<file path="src/tmss_defines.vh">
// constants for the touch matrix scan sequencer
`ifndef TMSS_DEFINES_VH
`define TMSS_DEFINES_VH
`define TMSS_LINES 8
`define TMSS_KEYS 64
`define TMSS_BL_W 8
`define TMSS_DI_W 8
`define TMSS_CNT_W 12
`define TMSS_RES_W 12
`define TMSS_DWELL_MIN_NS 125
`define TMSS_CLK_PERIOD_NS 10
// least time: round up
`define TMSS_DWELL_MIN_CYC ((`TMSS_DWELL_MIN_NS + `TMSS_CLK_PERIOD_NS - 1) / `TMSS_CLK_PERIOD_NS)
`define TMSS_PULSE_HALF_CYC 8
`define TMSS_CONV_MAX 4095
`endif

</file>
<file path="src/tmss_scan.v">
// touch matrix scan sequencer: drive bursts, charge gating, slope conversion
// What this block does
// RQ1: key number is receive line times eight plus drive line, 0 to 63.
// RQ2: each matrix scan starts at drive line 0, receive line 0.
// RQ3: drive lines 0 to 7 in order, receive lines 0 to 7 within each.
// RQ4: keys on one drive line share one burst sized by per-key lengths.
// RQ5: whole burst on a drive line ends before the next line starts.
// RQ6: after each burst convert each receive line whose key is enabled, one result per enabled key.
// RQ7: each receive line captures only for its own key's pulse count.
// RQ8: disabled keys are skipped in measurement and results.
// RQ9: drive lines with all keys disabled get no burst timeslot.
// RQ10: integrator setting zero means disabled, nonzero means enabled.
// RQ11: host must disable key positions without electrodes.
// RQ12: removal shortens full scan time only, not per-key timing.
// RQ13: single-slope conversion per receive line.
// RQ14: up to 64 keys supported.
// RQ15: host must read back and check self-test results.
// RQ16: charge capture dwell after each rising edge is adjustable, at least 125 ns.
// RQ17: after last enabled line, restart at first enabled line, repeat.
`timescale 1ns/10ps
`include "tmss_defines.vh"
module tmss_scan #(
    parameter LINES = `TMSS_LINES,
    parameter BL_W = `TMSS_BL_W,
    parameter DI_W = `TMSS_DI_W,
    parameter CNT_W = `TMSS_CNT_W,
    parameter RES_W = `TMSS_RES_W,
    parameter HALF_CYC = `TMSS_PULSE_HALF_CYC
) (
    input wire core_clk_in,
    input wire rst_in,
    input wire scan_enable_in,
    // flat per-key settings, key k at bits [k*W +: W]
    input wire [64*BL_W-1:0] burst_pulse_count_in,
    input wire [64*DI_W-1:0] key_detect_integrator_in,
    input wire [CNT_W-1:0] dwell_cycles_in,
    // comparator per receive line: high while ramp below threshold
    input wire [7:0] slope_compare_in,
    output reg [7:0] drive_line_out,
    output reg [7:0] charge_capture_out,
    output reg [7:0] ramp_enable_out,
    output reg [7:0] discharge_out,
    output reg [2:0] drive_index_out,
    output reg result_valid_out,
    output reg [5:0] result_key_out,
    output reg [RES_W-1:0] result_value_out,
    output reg scan_done_out
);
    localparam S_IDLE = 6'h01;
    localparam S_SEEK = 6'h02;
    localparam S_HIGH = 6'h04;
    localparam S_LOW = 6'h08;
    localparam S_CONV = 6'h10;
    localparam S_EMIT = 6'h20;
    localparam [CNT_W-1:0] DWELL_MIN = `TMSS_DWELL_MIN_CYC;
    localparam [CNT_W-1:0] HALF = HALF_CYC;
    localparam [RES_W-1:0] CONV_MAX = `TMSS_CONV_MAX;

    reg [5:0] state;
    reg [2:0] xi;
    reg [2:0] yi;
    reg [BL_W-1:0] pulse;
    reg [CNT_W-1:0] tmr;
    reg [RES_W-1:0] conv_cnt;
    reg [7:0] conv_run;
    reg [RES_W*8-1:0] conv_val;
    reg started;

    wire [63:0] key_en;
    wire [7:0] line_en;
    wire [BL_W*8-1:0] line_bl;
    wire [CNT_W-1:0] dwell;
    reg [BL_W-1:0] burst_max;
    integer i;
    // own loop index so the max search has no shared driver
    integer m;

    genvar g;
    generate
        for (g = 0; g < 64; g = g + 1)
        begin : g_key
            // key number = receive * 8 + drive
            assign key_en[g] = |key_detect_integrator_in[g*DI_W +: DI_W]; // see RQ10 RQ1
        end
        for (g = 0; g < 8; g = g + 1)
        begin : g_line
            // receive line g on current drive line
            assign line_bl[g*BL_W +: BL_W] = key_en[g*8 + xi] ?
                burst_pulse_count_in[(g*8)*BL_W + xi*BL_W +: BL_W] :
                {BL_W{1'b0}}; // see RQ8 RQ1
            assign line_en[g] = |{key_en[g], key_en[8+g], key_en[16+g],
                key_en[24+g], key_en[32+g], key_en[40+g], key_en[48+g],
                key_en[56+g]}; // see RQ9
        end
    endgenerate

    // clamp short dwell to the 125 ns floor
    assign dwell = (dwell_cycles_in < DWELL_MIN) ? DWELL_MIN :
        dwell_cycles_in; // see RQ16

    always @*
    begin
        burst_max = {BL_W{1'b0}};
        for (m = 0; m < 8; m = m + 1)
            if (line_bl[m*BL_W +: BL_W] > burst_max)
                burst_max = line_bl[m*BL_W +: BL_W]; // see RQ4
    end

    always @(posedge core_clk_in or posedge rst_in)
    begin
        if (rst_in)
        begin
            state <= S_IDLE;
            xi <= 3'h0;
            yi <= 3'h0;
            pulse <= {BL_W{1'b0}};
            tmr <= {CNT_W{1'b0}};
            conv_cnt <= {RES_W{1'b0}};
            conv_run <= 8'h00;
            conv_val <= {(RES_W*8){1'b0}};
            started <= 1'b0;
            drive_line_out <= 8'h00;
            charge_capture_out <= 8'h00;
            ramp_enable_out <= 8'h00;
            discharge_out <= 8'h00;
            drive_index_out <= 3'h0;
            result_valid_out <= 1'b0;
            result_key_out <= 6'h00;
            result_value_out <= {RES_W{1'b0}};
            scan_done_out <= 1'b0;
        end
        else
        begin
            result_valid_out <= 1'b0;
            scan_done_out <= 1'b0;
            case (state)
                S_IDLE:
                begin
                    discharge_out <= 8'hff;
                    if (scan_enable_in)
                    begin
                        xi <= 3'h0; // see RQ2
                        started <= 1'b0;
                        state <= S_SEEK;
                    end
                end
                S_SEEK:
                begin
                    // skip drive lines without enabled keys, no timeslot
                    if (!line_en[xi] || burst_max == {BL_W{1'b0}})
                    begin
                        if (xi == 3'h7)
                        begin
                            // wrap to first enabled line next pass
                            xi <= 3'h0; // see RQ17 RQ9
                            scan_done_out <= started;
                            started <= 1'b0;
                            if (!scan_enable_in)
                                state <= S_IDLE;
                        end
                        else
                            // one cycle per dropped line, burst timing unchanged
                            xi <= xi + 3'h1; // see RQ3 RQ9 RQ12
                    end
                    else
                    begin
                        started <= 1'b1;
                        drive_index_out <= xi;
                        discharge_out <= 8'h00;
                        pulse <= {BL_W{1'b0}};
                        tmr <= {CNT_W{1'b0}};
                        state <= S_HIGH;
                    end
                end
                S_HIGH:
                begin
                    drive_line_out <= 8'h01 << xi; // see RQ4
                    for (i = 0; i < 8; i = i + 1)
                        charge_capture_out[i] <= (tmr < dwell) &&
                            (pulse < line_bl[i*BL_W +: BL_W]); // see RQ7 RQ8
                    if (tmr >= dwell && tmr >= HALF)
                    begin
                        tmr <= {CNT_W{1'b0}};
                        charge_capture_out <= 8'h00;
                        state <= S_LOW;
                    end
                    else
                        tmr <= tmr + {{(CNT_W-1){1'b0}}, 1'b1};
                end
                S_LOW:
                begin
                    drive_line_out <= 8'h00;
                    if (tmr >= HALF)
                    begin
                        tmr <= {CNT_W{1'b0}};
                        if (pulse + {{(BL_W-1){1'b0}}, 1'b1} >= burst_max)
                        begin
                            // burst complete before any other line moves
                            conv_cnt <= {RES_W{1'b0}}; // see RQ5
                            for (i = 0; i < 8; i = i + 1)
                                conv_run[i] <= key_en[i*8 + xi]; // see RQ8
                            ramp_enable_out <= 8'hff;
                            state <= S_CONV;
                        end
                        else
                        begin
                            pulse <= pulse + {{(BL_W-1){1'b0}}, 1'b1};
                            state <= S_HIGH;
                        end
                    end
                    else
                        tmr <= tmr + {{(CNT_W-1){1'b0}}, 1'b1};
                end
                S_CONV:
                begin
                    // single-slope: count until each comparator trips
                    conv_cnt <= conv_cnt + {{(RES_W-1){1'b0}}, 1'b1};
                    for (i = 0; i < 8; i = i + 1)
                        if (conv_run[i] && !slope_compare_in[i])
                        begin
                            conv_run[i] <= 1'b0;
                            conv_val[i*RES_W +: RES_W] <= conv_cnt; // see RQ13
                        end
                    if (conv_run == 8'h00 || conv_cnt == CONV_MAX)
                    begin
                        for (i = 0; i < 8; i = i + 1)
                            if (conv_run[i])
                                conv_val[i*RES_W +: RES_W] <= CONV_MAX;
                        ramp_enable_out <= 8'h00;
                        discharge_out <= 8'hff;
                        yi <= 3'h0;
                        state <= S_EMIT;
                    end
                end
                S_EMIT:
                begin
                    // one result per enabled receive line, in line order
                    if (key_en[{yi, xi}])
                    begin
                        result_valid_out <= 1'b1; // see RQ6 RQ8
                        result_key_out <= {yi, xi}; // see RQ1 RQ14
                        result_value_out <= conv_val[yi*RES_W +: RES_W];
                    end
                    if (yi == 3'h7)
                    begin
                        state <= S_SEEK;
                        if (xi == 3'h7)
                        begin
                            xi <= 3'h0; // see RQ17
                            scan_done_out <= 1'b1;
                            started <= 1'b0;
                            if (!scan_enable_in)
                                state <= S_IDLE;
                        end
                        else
                            xi <= xi + 3'h1; // see RQ3 RQ5
                    end
                    else
                        yi <= yi + 3'h1; // see RQ3
                end
                default:
                    state <= S_IDLE;
            endcase
        end
    end
endmodule // tmss_scan

</file>
<file path="config.mk">
export PLATFORM = sky130hd
export DESIGN_NAME = tmss_scan
export DESIGN_NICKNAME = d
export VERILOG_FILES = /design/src/tmss_scan.v
export VERILOG_INCLUDE_DIRS = /design/src
export SDC_FILE = /design/constraint.sdc
export NUM_CORES = 1
export LEC_CHECK = 0
export BUFFER_PORTS_ARGS = -buffer_cell sky130_fd_sc_hd__buf_2
export CAP_MARGIN = 10
export CORE_AREA = 2 2 435 437
export DETAILED_ROUTE_END_ITERATION = 16
export DIE_AREA = 0 0 437 439
export PLACE_DENSITY_LB_ADDON = 0.08
export SLEW_MARGIN = 0
export SYNTH_ARGS = -nofsm -noshare
export SYNTH_HDL_FRONTEND = slang
export SYNTH_SLANG_ARGS = --single-unit
</file>
<file path="constraint.sdc">
create_clock -name core_clk_in -period 31.5 [get_ports core_clk_in]
set_clock_uncertainty 0.05 [all_clocks]
set_input_delay 1.575 -clock core_clk_in [delete_from_list [all_inputs] [get_ports core_clk_in]]
set_output_delay 1.575 -clock core_clk_in [all_outputs]
set_load 0.02 [all_outputs]
</file>
# Yosys cells after proc, flatten, opt, wreduce, memory -nomap -nowiden
# Index checks and enable logic that the tools add are counted.
# W data, S select, Z words.
[word_totals]
reg_bits = 204
output_inout_bits = 55
[classes]
n_addsub = 19
multipliers = 1
n_lt_le_gt_ge = 31
n_eq_ne = 29
n_shift = 10
muxes = 116
n_bitwise = 1
n_reduce_logical = 128
[op_table]
columns = ["operator", "count"]
rows = [
  ["$shiftx A512 B11 Y8", 4],
  ["$shiftx A512 B10 Y8", 2],
  ["$reduce_or A64 Y1", 8],
  ["$reduce_or A8 Y1", 64],
  ["$shiftx A512 B7 Y8", 1],
  ["$shiftx A512 B9 Y8", 1],
  ["$mux W12", 22],
  ["$mux W8", 26],
  ["$mux W96", 1],
  ["$shiftx A96 B8 Y12", 1],
  ["$lt A8 B8 Y1", 8],
  ["$pmux W8 S2", 4],
  ["$gt A8 B8 Y1", 7],
  ["$bmux W1 S6", 8],
  ["$mux W6", 8],
  ["$reduce_and A4 Y1", 11],
  ["$add A9 B6 Y10 const A", 4],
  ["$ne A2 B2 Y1 const B", 18],
  ["$pmux W12 S3", 1],
  ["$pmux W6 S6", 1],
  ["$add A6 B3 Y7 const A", 4],
  ["$lt A7 B7 Y1 const B", 4],
  ["$mux W1", 28],
  ["$add A12 B1 Y12 const B", 2],
  ["other kinds (47)", 97],
]

# Logic depth before layout (Yosys ltp)
[logic_depth]
depth_word = 24
mapped_depth = 103
depth_no_buf = 93

# Least setup slack after synthesis
# OpenSTA, ideal clock, no wires.
[synth_timing]
path_type = "input to register"
startpoint = "input port key_detect_integrator_in[85]"
endpoint = "register conv_cnt[7]"
setup_ps = 132
arrival_time_ps = 18031
required_ps = 31318
path_slack_ps = 13287
path_stages = 90
path_cell_list = "or4_1 > nor3_2 > nor4_2 > a21oi_1 > o21bai_1 > inv_1 > ha_1 > a21oi_1 > a21boi_0 > o32ai_1 > clkbuf_1 > mux2_2 > ha_1 > a21oi_1 > a21oi_1 > o22ai_1 > clkbuf_1 > mux2_2 > [... 54 more ...] > inv_1 > ha_1 > nand2b_1 > a21oi_1 > nor2b_1 > o21ai_0 > nand2b_1 > a21oi_1 > nor2b_1 > o21ai_0 > nand2b_1 > a21oi_1 > nor2_1 > nor2_1 > nor3_1 > nand3_1 > xor2_1 > nor2_1"
[synth_via]
elab_chain_len = 21
word_cells_on_any_way = 39
classes_between = "8 x order compare; 1 x eq/ne; 28 x mux; 2 x reduce/logical"
[synth_rtl]
columns = ["item", "line_no", "rtl"]
rows = [
  ["start: declaration", "tmss_scan.v:35", "input wire [64*DI_W-1:0] key_detect_integrator_in,"],
  ["$reduce_or A8 Y1 *", "tmss_scan.v:83", "assign key_en[g] = |key_detect_integrator_in[g*DI_W +: DI_W];"],
  ["$bmux W1 S6", "tmss_scan.v:88", "assign line_bl[g*BL_W +: BL_W] = key_en[g*8 + xi] ?"],
  ["$mux W1 (implied by the code)", "tmss_scan.v:88", ""],
  ["$mux W8", "tmss_scan.v:88", ""],
  ["$gt A8 B8 Y1", "tmss_scan.v:105", "if (line_bl[m*BL_W +: BL_W] > burst_max)"],
  ["$mux W8", "tmss_scan.v:105", ""],
  ["$gt A8 B8 Y1", "tmss_scan.v:105", ""],
  ["$mux W8", "tmss_scan.v:105", ""],
  ["[... 5 more ...]", "-", ""],
  ["$mux W8", "tmss_scan.v:105", ""],
  ["$gt A8 B8 Y1", "tmss_scan.v:105", ""],
  ["$mux W8", "tmss_scan.v:105", ""],
  ["$gt A8 B8 Y1", "tmss_scan.v:105", ""],
  ["$mux W8 *", "tmss_scan.v:105", ""],
  ["$ge A8 B8 Y1 *", "tmss_scan.v:196", "if (pulse + {{(BL_W-1){1'b0}}, 1'b1} >= burst_max)"],
  ["$ne A2 B2 Y1 (no source line) *", "-", ""],
  ["$reduce_and A3 Y1 (no source line) *", "-", ""],
  ["end signal: assignment", "tmss_scan.v:118", "conv_cnt <= {RES_W{1'b0}};"],
  ["end signal: assignment", "tmss_scan.v:199", "conv_cnt <= {RES_W{1'b0}};"],
  ["end signal: assignment", "tmss_scan.v:217", "conv_cnt <= conv_cnt + {{(RES_W-1){1'b0}}, 1'b1};"],
  ["end: declaration", "tmss_scan.v:64", "reg [RES_W-1:0] conv_cnt;"],
]
# Every way passes the cells marked *; elsewhere a longest branch is shown, timed or not. The select of a mux whose other input is x is not followed.
# A chain may end at the register's enable or synchronous reset.

# Worst setup path after layout
[layout_timing]
startpoint = "register xi[1]"
endpoint = "register conv_cnt[7]"
[layout_via]
elab_chain_len = 22
word_cells_on_any_way = 65
classes_between = "14 x add/sub; 9 x order compare; 1 x eq/ne; 8 x shift; 32 x mux; 1 x reduce/logical"
[layout_rtl]
columns = ["item", "line_no", "rtl"]
rows = [
  ["start: declaration", "tmss_scan.v:60", "reg [2:0] xi;"],
  ["start signal: assignment", "tmss_scan.v:163", "xi <= xi + 3'h1;"],
  ["start signal: assignment", "tmss_scan.v:256", "xi <= xi + 3'h1;"],
  ["parallel branches: the longest is 18 deep, another holds $add A7 B6 Y8", "-", ""],
  ["$mux W8 *", "tmss_scan.v:105", ""],
  ["$ge A8 B8 Y1 *", "tmss_scan.v:196", ""],
  ["$ne A2 B2 Y1 (no source line) *", "-", ""],
  ["$reduce_and A3 Y1 (no source line) *", "-", ""],
]
# Every way passes the cells marked *. The select of a mux whose other input is x is not followed.

==> results.tsv <==
metric	value	unit
post-layout util	0.151	
Final TNS setup	0	ps
Vias per Instance	3.75	
Post-Syn Area	19100	um^2
status	completed	
Pleak	12.7	nW
MaxCap Viol Count	0	
CTS H-Tree Depth	4	
# Post-CTS Setup Buffers	0	
mean routed wirelength per cell	24.6	um
Storage cell area	4770	um^2
DP Cell Count	5688	
crit path max fanout	36	
worst r2r path cells	90	
share of cells above drive strength 1	0.441	
reg-to-reg critical path endpoint	conv_cnt[7]	
grt total ovfl	0	
Synth cell types	92	
post_cts resized	0	
switching share of power	0.560	
slew at the pin with the worst max-slew slack	1230	ps
syn avg cell area	8.78	um^2
Peak VDD IR	0.239	mV
IO Count	1102	
clock latency at the later pin of the worst-skew pair	500	ps
Final Max Slew Viols	0	
nature of the critical path startpoint	flop	
number of synthesized register bits	190	
Worst-path clk slew	90	ps
final setup fails	0	
CP endpoint kind	flop	
hold crit path type	flop to flop	
drt first pass iters	5	
EDFF count, synth	0	
yosys warns	0	
DRC	0	
Hold Crit Start	charge_capture_out[1]	
Sequential Power Share	0.088	
Port-buffer cells	1101	
reg2reg setup slack	9810	ps
endpoints failing hold	0	
Final Cycle Share	0.689	
GRT Util Overall	0.142	
Core Region	187000	um^2
async set-reset flop share out of synthesis	1.00	
hold endpoint	charge_capture_out[1]	
Main synth FF type	dfrtp_1	
r2r startpoint	xi[1]	
Post-DRT Antenna Nets	0	
syn nets	3363	
Hold WS	411	ps
critical path class	flop to flop	
Worst Setup SP	xi[1]	
fillers	21680	
hold_buf cts	0	
P&R area growth vs syn	47.7	%
Final Non-Filler Cells	5733	
footprint of the multi-input gates	13400	um^2
row count	159	
clk sinks	190	
Clk pwr share	0.068	
drt total wl	141000	um
pin count of the biggest net entering global routing	93	
sequential-to-total area share from yosys stat	0.249	
first-pass GRT wire length	191000	um
Hold Path Cell Cnt	2	
Gate power share	0.843	
dpl hpwl	120000	um
antenna violations before repair	44	
die width	437	um
Root Driver	clkbuf_16	
Nets	4397	
CP max stage cell	nor4_2	
PnR worst setup slack	9810	ps
Max-slew headroom	0.177	
CP most frequent cell	a21oi_1	
Synth Instances	2179	
Starting Density	0.102	
WP data arrival	22030	ps
vias in the first global route	23157	
DIE HEIGHT	439	um
Pwr Density	127	nW/um^2
Worst path max stage delay	980	ps
routability congestion estimate	0.839	
pre-CTS setup slack	9180	ps
Sw Pwr	2.00	mW
RSZ-0062 raised after global routing	no	
CTS tree	yes	
Clock Tree Buf Depth	2	
DIE AREA	192000	um^2
First DRT Iteration DRCs	1097	
Int Pwr	1.57	mW
Required @ worst endpoint	31840	ps
TritonCTS Buffers	17	
via count	21516	
post-layout min period	21690	ps
Fmax	46.1	MHz
-- final cells by class --
| class | count | area share |
|---|---|---|
| antenna | 12 | 0.00106 |
| tap | 2495 | 0.111 |
| timing repair buffer | 1151 | 0.208 |
| clock inverter | 12 | 0.00501 |
| multi-input combinational | 1731 | 0.473 |
| clock buffer | 20 | 0.0165 |
| inverter | 122 | 0.0165 |
| sequential | 190 | 0.169 |
-- metrics by stage --
stage          cell area (um^2)  power, mW
4_1_cts                   28200       3.64
6_report                  28200       3.58
3_5_place_dp              27600       3.37
5_1_grt                   28200       3.97
3_3_place_gp              27600       3.43
2_1_floorplan             19100       2.43
-- critical path, delay by kind of cell (launching register included) --
kind / cells / cell delay [ps]
buf+inv: 10 / 1750
simple gates: 28 / 5640
xor+xnor: 1 / 150
mux: 3 / 1220
flops: 1 / 850
compound gates: 40 / 9270
fa+ha+maj: 8 / 2530
-- power by group through the flow --
stage | clock network, mW | logic, mW | registers, mW
global route | 0.265 | 3.38 | 0.323
floorplan | 0 | 2.13 | 0.307
finish | 0.244 | 3.02 | 0.316
global placement | 0 | 3.10 | 0.324
detailed placement | 0 | 3.05 | 0.324
CTS | 0.258 | 3.07 | 0.319
-- routing by layer --
| metal | vias to the layer above | part of all wire | wire length [um] | track usage |
|---|---|---|---|---|
| li1 | 10229 | - | - | - |
| met5 | - | 0.00052 | 74 | 0 |
| met4 | 12 | 0.012 | 1760 | 0.0200 |
| met2 | 653 | 0.51 | 71600 | 0.256 |
| met3 | 94 | 0.041 | 5780 | 0.0212 |
| met1 | 10528 | 0.44 | 61800 | 0.181 |
-- how the worst max path moves through the flow --
stage	endpoint	slack [ps]
final	conv_cnt[7]	9810
after global routing	conv_cnt[7]	8060
after CTS	conv_cnt[7]	9670
after detailed placement	conv_cnt[7]	9180
after global placement	conv_cnt[7]	9080
after floorplan	conv_cnt[7]	13290
-- synthesized netlist by cell type, types with 25 or more instances --
master | number | area share
dfrtp_1 | 189 | 0.25
a21oi_1 | 119 | 0.031
inv_1 | 118 | 0.023
mux4_2 | 148 | 0.17
o21ai_0 | 70 | 0.018
nor2_1 | 84 | 0.016
mux2i_1 | 34 | 0.018
nand3_1 | 167 | 0.044
ha_1 | 137 | 0.090
nor4_1 | 130 | 0.043
o211ai_1 | 25 | 0.0098
a21o_1 | 41 | 0.016
clkbuf_1 | 72 | 0.014
nand2_1 | 419 | 0.082
buf_2 | 25 | 0.0065
-- kinds of logic after synthesis --
family                   count (synthesis)  share of synthesized area
multiplexers                           202                      0.204
flip-flops                             190                      0.249
AO/OA/AOI/OAI                          409                      0.147
buffers and inverters                  258                     0.0589
adder cells (fa/ha/maj)                139                     0.0907
XOR/XNOR                                21                    0.00961
AND/OR/NAND/NOR                        960                      0.241
-- state kept, by name, indices dropped and copies added (netlist names), named ones only --
name	flops
drive_index_out	3
started	1
result_valid_out	1
state	6
conv_val	92
scan_done_out	1
discharge_out	1
tmr	12
result_key_out	6
conv_cnt	12
pulse	8
yi	3
conv_run	8
result_value_out	12
ramp_enable_out	1
xi	3
charge_capture_out	8
drive_line_out	8
-- placed cells by master (no fill, tap or decap), types with 12 or more instances in the layout --
cell,netlist,final
clkbuf_16,0,17
mux2i_1,34,34
o21a_1,14,14
nand3_1,167,167
nor4_1,130,121
o21ai_0,70,70
inv_1,118,117
a31oi_1,14,14
diode_2,0,12
nand4_1,24,24
mux2_2,16,16
nor2_1,84,84
nand2b_1,22,22
dfrtp_1,189,184
buf_4,22,50
buf_2,25,1101
o22ai_1,22,22
a21oi_1,119,119
mux4_2,148,148
nand2_1,419,419
a21o_1,41,41
ha_1,137,137
o211ai_1,25,25
nor2b_1,13,13
and3_1,24,24
(Power assumes the default switching activity.)
